==> src/cbr_cfg.svh <==
// constants for the compact branch resolve unit: opcodes, fields, register numbers
// assumes 32-bit instruction words and a 64-bit register file
`ifndef CBR_CFG_SVH
`define CBR_CFG_SVH

`define CBR_OP_MSB        31
`define CBR_OP_LSB        26
`define CBR_RS_MSB        25
`define CBR_RS_LSB        21
`define CBR_RT_MSB        20
`define CBR_RT_LSB        16
`define CBR_OFF16_MSB     15
`define CBR_OFF21_MSB     20
`define CBR_FN_MSB        5
`define CBR_FN_LSB        0

`define CBR_OP_SPECIAL    6'h00
`define CBR_OP_REGIMM     6'h01
`define CBR_OP_J          6'h02
`define CBR_OP_JAL        6'h03
`define CBR_OP_BEQ        6'h04
`define CBR_OP_BNE        6'h05
`define CBR_OP_GRP06      6'h06
`define CBR_OP_GRP07      6'h07
`define CBR_OP_GRP10      6'h08
`define CBR_OP_COP0       6'h10
`define CBR_OP_GRP30      6'h18
`define CBR_OP_GRP26      6'h16
`define CBR_OP_GRP27      6'h17
`define CBR_OP_BC         6'h32
`define CBR_OP_GRP66      6'h36
`define CBR_OP_BALC       6'h3a
`define CBR_OP_GRP76      6'h3e

`define CBR_RT_LIKELY_GE  5'h13
`define CBR_RT_LINK_NB    5'h10
`define CBR_RT_LINK_BR    5'h11
`define CBR_FN_JR         6'h08
`define CBR_FN_JALR       6'h09
`define CBR_FN_EXCEPTION_RETURN       6'h18
`define CBR_FN_DEBUG_RETURN      6'h1f
`define CBR_FN_WAIT       6'h20
`define CBR_CO_BIT        25

`define CBR_ZERO_REG      5'h00
`define CBR_LINK_REG      5'h1f
`define CBR_INSN_BYTES    4
`define CBR_SHIFT         2

`endif

==> src/cbr_pkg.sv <==
// types for the compact branch resolve unit
// assumes nothing outside this file
package cbr_pkg;
    typedef enum logic [15:0] {
        CBR_NONE     = 16'h0001,
        CBR_EQ       = 16'h0002,
        CBR_NE       = 16'h0004,
        CBR_SLT      = 16'h0008,
        CBR_SGE      = 16'h0010,
        CBR_ULT      = 16'h0020,
        CBR_UGE      = 16'h0040,
        CBR_ZLT      = 16'h0080,
        CBR_ZLE      = 16'h0100,
        CBR_ZGE      = 16'h0200,
        CBR_ZGT      = 16'h0400,
        CBR_ZEQ      = 16'h0800,
        CBR_ZNE      = 16'h1000,
        CBR_LIKELY   = 16'h2000
    } cbr_cond_t;

    typedef enum logic [2:0] {
        CBR_ST_IDLE   = 3'b001,
        CBR_ST_FORBID = 3'b010,
        CBR_ST_DSLOT  = 3'b100
    } cbr_state_t;
endpackage

==> src/cbr_decode.sv <==
// decoder: classifies an instruction word into a branch condition and offset form
// assumes a full 32-bit word, combinational use
`include "cbr_cfg.svh"
module cbr_decode
    import cbr_pkg::*;
(
    input  wire logic [31:0]     insn_i,
    output cbr_pkg::cbr_cond_t   cond_o,
    output logic                 wide_o,
    output logic                 link_o,
    output logic                 cti_o
);
    logic [5:0] op;
    logic [4:0] rs;
    logic [4:0] rt;
    logic [5:0] fn;
    logic       rs_z;
    logic       rt_z;

    assign op   = insn_i[`CBR_OP_MSB:`CBR_OP_LSB];
    assign rs   = insn_i[`CBR_RS_MSB:`CBR_RS_LSB];
    assign rt   = insn_i[`CBR_RT_MSB:`CBR_RT_LSB];
    assign fn   = insn_i[`CBR_FN_MSB:`CBR_FN_LSB];
    assign rs_z = (rs == `CBR_ZERO_REG);
    assign rt_z = (rt == `CBR_ZERO_REG);

    // selection uses the register fields as well as the opcode
    always_comb begin
        cond_o = CBR_NONE;
        wide_o = 1'b0;
        link_o = 1'b0;
        case (op)
            `CBR_OP_GRP06: begin
                if (!rt_z) begin
                    if (rs_z) begin
                        cond_o = CBR_ZLE;
                        link_o = 1'b1;
                    end else if (rs == rt) begin
                        cond_o = CBR_ZGE;
                        link_o = 1'b1;
                    end else begin
                        cond_o = CBR_UGE;
                    end
                end
            end
            `CBR_OP_GRP07: begin
                if (!rt_z) begin
                    if (rs_z) begin
                        cond_o = CBR_ZGT;
                        link_o = 1'b1;
                    end else if (rs == rt) begin
                        cond_o = CBR_ZLT;
                        link_o = 1'b1;
                    end else begin
                        cond_o = CBR_ULT;
                    end
                end
            end
            `CBR_OP_GRP10, `CBR_OP_GRP30: begin
                if (!rt_z) begin
                    if (rs_z) begin
                        cond_o = (op == `CBR_OP_GRP10) ? CBR_ZEQ : CBR_ZNE;
                        link_o = 1'b1;
                    end else if (rs < rt) begin
                        cond_o = (op == `CBR_OP_GRP10) ? CBR_EQ : CBR_NE;
                    end
                end
            end
            `CBR_OP_GRP26: begin
                if (!rt_z) begin
                    if (rs_z) begin
                        cond_o = CBR_ZLE;
                    end else if (rs == rt) begin
                        cond_o = CBR_ZGE;
                    end else begin
                        cond_o = CBR_SGE;
                    end
                end
            end
            `CBR_OP_GRP27: begin
                if (!rt_z) begin
                    if (rs_z) begin
                        cond_o = CBR_ZGT;
                    end else if (rs == rt) begin
                        cond_o = CBR_ZLT;
                    end else begin
                        cond_o = CBR_SLT;
                    end
                end
            end
            `CBR_OP_GRP66, `CBR_OP_GRP76: begin
                if (!rs_z) begin
                    cond_o = (op == `CBR_OP_GRP66) ? CBR_ZEQ : CBR_ZNE;
                    wide_o = 1'b1;
                end
            end
            `CBR_OP_REGIMM: begin
                if (rt == `CBR_RT_LIKELY_GE) begin
                    cond_o = CBR_LIKELY;
                    link_o = 1'b1;
                end
            end
            default: begin
                cond_o = CBR_NONE;
            end
        endcase
    end

    // control transfer classes that are refused in a forbidden slot
    always_comb begin
        case (op)
            `CBR_OP_J, `CBR_OP_JAL, `CBR_OP_BEQ, `CBR_OP_BNE,
            `CBR_OP_GRP06, `CBR_OP_GRP07, `CBR_OP_GRP26, `CBR_OP_GRP27,
            `CBR_OP_BC, `CBR_OP_BALC, `CBR_OP_GRP66, `CBR_OP_GRP76: begin
                cti_o = 1'b1;
            end
            `CBR_OP_GRP10, `CBR_OP_GRP30: begin
                cti_o = !rt_z;
            end
            `CBR_OP_REGIMM: begin
                cti_o = 1'b1;
            end
            `CBR_OP_SPECIAL: begin
                cti_o = (fn == `CBR_FN_JR) || (fn == `CBR_FN_JALR);
            end
            `CBR_OP_COP0: begin
                cti_o = insn_i[`CBR_CO_BIT] && ((fn == `CBR_FN_EXCEPTION_RETURN) ||
                        (fn == `CBR_FN_DEBUG_RETURN) || (fn == `CBR_FN_WAIT));
            end
            default: begin
                cti_o = 1'b0;
            end
        endcase
    end
endmodule

==> src/cbr_compare.sv <==
// comparator: evaluates a branch condition over two full-width operands
// assumes operands already read from the register file
module cbr_compare
    import cbr_pkg::*;
#(
    parameter int XLEN = 64
) (
    input  cbr_pkg::cbr_cond_t cond_i,
    input  wire logic [XLEN-1:0] rs_val_i,
    input  wire logic [XLEN-1:0] rt_val_i,
    output logic               taken_o
);
    logic eq;
    logic slt;
    logic ult;
    logic t_neg;
    logic t_zero;
    logic s_neg;
    logic s_zero;

    // full-width compares, signed ones as two's complement
    assign eq     = (rs_val_i == rt_val_i);
    assign slt    = ($signed(rs_val_i) < $signed(rt_val_i));
    assign ult    = (rs_val_i < rt_val_i);
    assign t_neg  = rt_val_i[XLEN-1];
    assign t_zero = ~|rt_val_i;
    assign s_neg  = rs_val_i[XLEN-1];
    assign s_zero = ~|rs_val_i;

    always_comb begin
        case (cond_i)
            CBR_EQ:     taken_o = eq;
            CBR_NE:     taken_o = !eq;
            CBR_SLT:    taken_o = slt;
            CBR_SGE:    taken_o = !slt;
            CBR_ULT:    taken_o = ult;
            CBR_UGE:    taken_o = !ult;
            CBR_ZLT:    taken_o = t_neg;
            CBR_ZLE:    taken_o = t_neg || t_zero;
            CBR_ZGE:    taken_o = !t_neg;
            CBR_ZGT:    taken_o = !t_neg && !t_zero;
            CBR_ZEQ:    taken_o = t_zero;
            CBR_ZNE:    taken_o = !t_zero;
            CBR_LIKELY: taken_o = !s_neg;
            default:    taken_o = 1'b0;
        endcase
    end
endmodule

==> src/cbr_unit.sv <==
// compact branch resolve unit: decodes, evaluates and resolves one instruction per cycle
// assumes rs/rt operand values are presented with the word; inputs synchronous to CLK_I
`include "cbr_cfg.svh"

// Behaviour
// - zero-compare-and-link compact branches write next address into register 31 always
// - link branches test rt for le, ge, lt, gt, eq, ne zero
// - le/ge zero link forms share the legacy le-zero opcode, split by registers
// - gt/lt zero link forms share the legacy gt-zero opcode, split by registers
// - eq/ne zero link forms use former add-immediate-trap opcodes
// - decode uses register fields besides bits 31-26
// - 16-bit offset shifted left two and sign-extended, reach 128 KBytes
// - link-likely branch writes address of second following instruction to register 31
// - link-likely target is delay-slot address plus 18-bit displacement
// - link-likely taken on sign bit zero; otherwise delay slot is nullified
// - compact branches have no delay slot; taken skips next instruction
// - wide eq/ne zero forms use 21-bit offset, others 16-bit
// - compact target is next instruction address plus displacement
// - register equality forms taken on equal or differing values
// - signed forms taken on rs less than, or not less than, rt
// - unsigned forms taken on rs less than, or not less than, rt
// - register-to-zero 16-bit forms test rt lt, le, ge, gt zero
// - wide zero-equality forms test rs equal or not equal zero
// - control transfer in forbidden slot of untaken compact branch raises exception
module cbr_unit
    import cbr_pkg::*;
#(
    parameter int XLEN = 64
) (
    input  wire logic              CLK_I,
    input  wire logic              RSTN_I,
    input  wire logic              VALID_I,
    input  wire logic [31:0]       INSN_I,
    input  wire logic [XLEN-1:0]   PC_I,
    input  wire logic [XLEN-1:0]   RS_VAL_I,
    input  wire logic [XLEN-1:0]   RT_VAL_I,
    output logic                   RESOLVED_O,
    output logic                   TAKEN_O,
    output logic [XLEN-1:0]        TARGET_O,
    output logic                   LINK_WE_O,
    output logic [4:0]             LINK_REG_O,
    output logic [XLEN-1:0]        LINK_DATA_O,
    output logic                   NULLIFY_O,
    output logic                   RESV_INSN_O
);
    import cbr_pkg::*;

    // ----------------------------------------------------------------
    // reset release
    // ----------------------------------------------------------------
    logic rst_meta_reg;
    logic rst_n_reg;

    always_ff @(posedge CLK_I or negedge RSTN_I) begin
        if (!RSTN_I) begin
            rst_meta_reg <= 1'b0;
            rst_n_reg    <= 1'b0;
        end else begin
            rst_meta_reg <= 1'b1;
            rst_n_reg    <= rst_meta_reg;
        end
    end

    // ----------------------------------------------------------------
    // decode and compare
    // ----------------------------------------------------------------
    cbr_cond_t cond;
    logic      wide;
    logic      link;
    logic      control_transfer_instr;
    logic      taken;
    logic [XLEN-1:0] zero_src;

    cbr_decode u_dec (
        .insn_i (INSN_I),
        .cond_o (cond),
        .wide_o (wide),
        .link_o (link),
        .cti_o  (control_transfer_instr)
    );

    // wide zero-equality forms test rs, so rs feeds the zero-test operand
    assign zero_src = wide ? RS_VAL_I : RT_VAL_I;

    cbr_compare #(
        .XLEN (XLEN)
    ) u_cmp (
        .cond_i   (cond),
        .rs_val_i (RS_VAL_I),
        .rt_val_i (zero_src),
        .taken_o  (taken)
    );

    // ----------------------------------------------------------------
    // displacement and addresses
    // ----------------------------------------------------------------
    logic [XLEN-1:0] disp16;
    logic [XLEN-1:0] disp21;
    logic [XLEN-1:0] disp;
    logic [XLEN-1:0] pc_next;
    logic [XLEN-1:0] pc_next2;
    logic            is_br;
    logic            likely;

    // reversed-operand aliases are encoded as forward forms, no extra decode
    assign is_br    = VALID_I && (cond != CBR_NONE);
    assign likely   = (cond == CBR_LIKELY);
    assign disp16   = {{(XLEN-18){INSN_I[`CBR_OFF16_MSB]}},
                       INSN_I[`CBR_OFF16_MSB:0], 2'b00};
    assign disp21   = {{(XLEN-23){INSN_I[`CBR_OFF21_MSB]}},
                       INSN_I[`CBR_OFF21_MSB:0], 2'b00};
    assign disp     = wide ? disp21 : disp16;
    assign pc_next  = PC_I + XLEN'(`CBR_INSN_BYTES);
    assign pc_next2 = PC_I + XLEN'(2 * `CBR_INSN_BYTES);

    // ----------------------------------------------------------------
    // slot tracking
    // ----------------------------------------------------------------
    cbr_state_t state_reg;
    cbr_state_t state_next;

    always_comb begin
        state_next = state_reg;
        case (state_reg)
            CBR_ST_IDLE, CBR_ST_FORBID, CBR_ST_DSLOT: begin
                if (VALID_I) begin
                    if (is_br && likely) begin
                        state_next = CBR_ST_DSLOT;
                    end else if (is_br && !taken) begin
                        // untaken compact branch: next word is its forbidden slot
                        state_next = CBR_ST_FORBID;
                    end else begin
                        state_next = CBR_ST_IDLE;
                    end
                end
            end
            default: begin
                state_next = CBR_ST_IDLE;
            end
        endcase
    end

    always_ff @(posedge CLK_I or negedge rst_n_reg) begin
        if (!rst_n_reg) begin
            state_reg <= CBR_ST_IDLE;
        end else begin
            state_reg <= state_next;
        end
    end

    // ----------------------------------------------------------------
    // resolution outputs
    // ----------------------------------------------------------------
    always_ff @(posedge CLK_I or negedge rst_n_reg) begin
        if (!rst_n_reg) begin
            RESOLVED_O <= 1'b0;
            TAKEN_O    <= 1'b0;
            TARGET_O   <= '0;
            NULLIFY_O  <= 1'b0;
        end else begin
            RESOLVED_O <= is_br;
            TAKEN_O    <= is_br && taken;
            // both forms add to the address after the branch
            TARGET_O   <= pc_next + disp;
            NULLIFY_O  <= is_br && likely && !taken;
        end
    end

    always_ff @(posedge CLK_I or negedge rst_n_reg) begin
        if (!rst_n_reg) begin
            LINK_WE_O   <= 1'b0;
            LINK_REG_O  <= 5'h00;
            LINK_DATA_O <= '0;
        end else begin
            // link written whether taken or not
            LINK_WE_O   <= is_br && link;
            LINK_REG_O  <= `CBR_LINK_REG;
            LINK_DATA_O <= likely ? pc_next2 : pc_next;
        end
    end

    // a transfer in the forbidden slot is refused
    always_ff @(posedge CLK_I or negedge rst_n_reg) begin
        if (!rst_n_reg) begin
            RESV_INSN_O <= 1'b0;
        end else begin
            RESV_INSN_O <= VALID_I && control_transfer_instr && (state_reg == CBR_ST_FORBID);
        end
    end
endmodule

==> config.mk <==
export PLATFORM = sky130hd
export DESIGN_NAME = cbr_unit
export DESIGN_NICKNAME = d
export VERILOG_FILES = /design/src/cbr_pkg.sv /design/src/cbr_decode.sv /design/src/cbr_compare.sv /design/src/cbr_unit.sv
export VERILOG_INCLUDE_DIRS = /design/src /design/src/src
export SDC_FILE = /design/constraint.sdc
export NUM_CORES = 1
export LEC_CHECK = 0
export ABC_AREA = 1
export CAP_MARGIN = 20
export CORE_MARGIN = 3
export CORE_UTILIZATION = 40
export CTS_CLUSTER_SIZE = 8
export DETAILED_ROUTE_END_ITERATION = 8
export DONT_BUFFER_PORTS = 1
export PLACE_DENSITY = 0.65
export SLEW_MARGIN = 10
export SYNTH_ARGS = -nofsm -noshare
export SYNTH_HDL_FRONTEND = slang
export SYNTH_SLANG_ARGS = --single-unit
==> constraint.sdc <==
create_clock -name CLK_I -period 8.85 [get_ports CLK_I]
set_input_delay 1.3275 -clock CLK_I [delete_from_list [all_inputs] [get_ports CLK_I]]
set_output_delay 1.3275 -clock CLK_I [all_outputs]
set_load 0.02 [all_outputs]
==> key figures <==
Drt
  • Routed len/inst: 20.5 µm
  • Detailed Routing Iterations Pass 1: 5
  • DRC: 0
  • Post-Route WL: 54.3 mm
  • Routed Antenna Nets: 0
  • Avg Vias per Cell: 5.56
  • Via count: 14702
  • Iter 0 DRT Violations: 1427

Synthesis
  • Ys flop type: dfrtp_1
  • Library cells used by synthesis: 49
  • Post-synthesis sequential area ratio: 24.3%
  • Post-synthesis area per instance: 6.45 µm²
  • Syn Std Cell Area: 14100 µm²
  • Seq cells post-synth: 137
  • Number of flops mapped to enable cells by yosys: 0
  • Warnings from Yosys: 0
  • Cell taking the most area after synthesis: dfrtp_1
  • Ys async rst share: 100%
  • Synth area leaders: dfrtp_1, nand2_1, ha_1
  • Mapped Cells: 2192
  • Top cell type's share of synthesized area: 24.1%

Worst setup path
  • R2R Path Start: rst_n_reg
  • Critical-path maximum fanout: 77
  • WS Path Type: primary input to register
  • Crit start category: primary input
  • Critical Path RT: 9.17 ns
  • CP Launch Point: INSN_I[26]
  • CP endpoint kind: register
  • Worst EP arrival: 5.66 ns

Global route
  • First-pass GRT wire length: 81.8 mm
  • Vias in the first global route: 13798
  • Initial antenna violation count: 1
  • Grt ovf: 0
  • Largest net degree at the start of global routing: 78
  • Overall Global Routing Usage: 27.8%

Die
  • Die Y: 194 µm
  • FP Rows: 68
  • Initial Util: 40.7%
  • Core area: 34700 µm²
  • Die X: 194 µm
  • Die ar.: 37600 µm²
  • Io pins: 365

Pwr
  • PD cells: 146 nW/µm²
  • VDD IR max: 0.152 mV
  • Leak: 0.00736 µW

CTS
  • Clock Sinks: 137
  • Later-pin clock latency in the skew report: 0.45 ns
  • CTS tree: built
  • Cts bufs inserted: 17
  • H-tree depth: 4
  • CTS Buffer Depth: 2
  • Post-CTS Resized: 0
  • Root Buffer: clkbuf_16
  • Clock transition at path regs: 0.06 ns
  • # Post-CTS Setup Buffers: 0
  • CTS hold repair buffers: 0

Timing
  • Crit share post-route: 60.3%
  • Crit path time final: 5.34 ns
  • Setup TNS: 0 ns
  • Worst rel slew slack: 32.6%
  • Slew Limit Fails: 0
  • RSZ-0062 raised after global routing: no
  • Skew final: 0.00941 ns
  • Final worst slack: 3.51 ns
  • Worst-margin pin slew: 1.01 ns
  • Endpoints failing hold: 0
  • Count of final setup violators: 0
  • FMAX: 0.187 GHz

Placement
  • Place WS: 3.17 ns
  • Detailed placer's ending HPWL: 45.6 mm
  • Placer Congestion: 0.972
  • Port Buffers: 0

Layout
  • FILL cells: 3681
  • Layout cell share with drive strength beyond 1: 2.60%
  • P&R area growth vs syn: 7.15%
  • Nets: 2538
  • Max FFs per register: 64

Job
  • Max Cap Viol: 0

Hold path
  • Hold Path Class: register to async pin

Run status
  • Status: completed
==> synth_stat cells (all sizes together), types with 2 or more instances <==
library cell  instances
nand2               522
inv                 315
nor2                298
a21oi               148
dfrtp               136
nand3               133
ha                  132
o21ai               121
xor2                118
nor3                 52
xnor2                33
nand4                28
nor4                 26
clkbuf               25
a31oi                24
buf                  16
o21a                 15
a21o                  8
o21bai                6
or2                   6
o211ai                5
a21boi                3
a221oi                3
o2111ai               3
clkinv                2
o22ai                 2
==> report_power, final <==
group	leakage, µW	switching [µW]	internal, µW
Combinational	0.00548	403	202
Sequential	0.00161	176	720
Clock	0.000269	305	412
Total	0.00736	884	1330
==> metal layers <==
| metal | global-route usage (%) | up-vias | wire [µm] |
|---|---|---|---|
| met4 | 9.28 | 0 | 1720 |
| met3 | 6.69 | 98 | 5300 |
| met5 | 0 | - | 0 |
| li1 | - | 7081 | - |
| met1 | 39.7 | 6747 | 24300 |
| met2 | 41.3 | 776 | 23000 |
==> stage by stage <==
step / utilization [%] / hold slack, ns / total power (µW) / cells / area [µm²]
4_1_cts: 43.6 / 0.259 / 2220 / 2645 / 15100
3_5_place_dp: 42.0 / 0.253 / 1500 / 2614 / 14600
6_report: 43.6 / 0.241 / 2220 / 2646 / 15200
3_3_place_gp: 42.0 / 0.249 / 1500 / 2614 / 14600
2_1_floorplan: - / 0.331 / 1320 / 2193 / 14100
5_1_grt: 43.6 / 0.285 / 2330 / 2645 / 15100
==> area by class of cell <==
cell class / instances / area, µm² / share of cell area [%]
sequential: 137 / 3430 / 22.7
multi-input combinational: 1698 / 9340 / 61.7
timing repair buffer: 7 / 52.6 / 0.347
clock inverter: 12 / 129 / 0.851
antenna: 1 / 2.50 / 0.0165
tap: 455 / 569 / 3.76
clock buffer: 19 / 433 / 2.86
inverter: 317 / 1190 / 7.85
==> kinds of logic (layout without fill, tap and decap cells) <==
| logic type | after synthesis | count (layout) | share of synthesized area (%) |
|---|---|---|---|
| AO/OA/AOI/OAI | 345 | 345 | 13.5 |
| other | 1 | 3 | 0.0265 |
| buffers and inverters | 358 | 355 | 9.84 |
| AND/OR/NAND/NOR | 1067 | 1067 | 31.2 |
| adder cells (fa/ha/maj) | 133 | 133 | 11.8 |
| XOR/XNOR | 151 | 151 | 9.35 |
| flip-flops | 137 | 137 | 24.3 |
==> layout by cell type, fill, tap and decap left out, drive strengths merged, types with 2 or more instances in the layout <==
master	Yosys	final
nor4	26	26
a21boi	3	3
clkinv	2	8
conb	1	2
xor2	118	118
bufinv	0	2
dfrtp	136	136
inv	315	316
ha	132	132
o2111ai	3	3
o21ai	121	121
a21oi	148	148
nand3	133	133
o21a	15	15
o21bai	6	6
a31oi	24	24
a221oi	3	3
xnor2	33	33
nor3	52	52
or2	6	6
a21o	8	8
buf	16	7
nand2	522	522
clkinvlp	0	3
o22ai	2	2
clkbuf	25	19
nor2	298	298
o211ai	5	5
nand4	28	28
==> worst max-delay path: stages <==
cell	delay (ns)
inv_2	0.03
nand2_1	0.13
nor2_4	0.05
buf_4	0.31
nand2_2	0.15
buf_4	0.58
nand2_1	0.30
o21ai_4	0.12
buf_4	0.46
ha_1	0.39
a21oi_1	0.23
inv_1	0.06
nor2_1	0.10
inv_1	0.06
a21oi_1	0.25
o21ai_0	0.14
a21oi_1	0.33
o21ai_0	0.23
nand2_1	0.11
nand2_1	0.06
xor2_1	0.14
==> final timing paths <==
path                                         to  cells past startpoint  slack (ns)
worst max-delay path               TARGET_O[49]                     21        3.51
worst min-delay path              LINK_REG_O[0]                      0        0.24
worst max register to register  LINK_DATA_O[61]                      1        7.49
worst min register to register    LINK_REG_O[0]                      0        0.24
max in group asynchronous       LINK_DATA_O[61]                      1        7.49
min in group CLK_I                    rst_n_reg                      0        0.35
No activity file was read; power rests on OpenSTA's default activity.
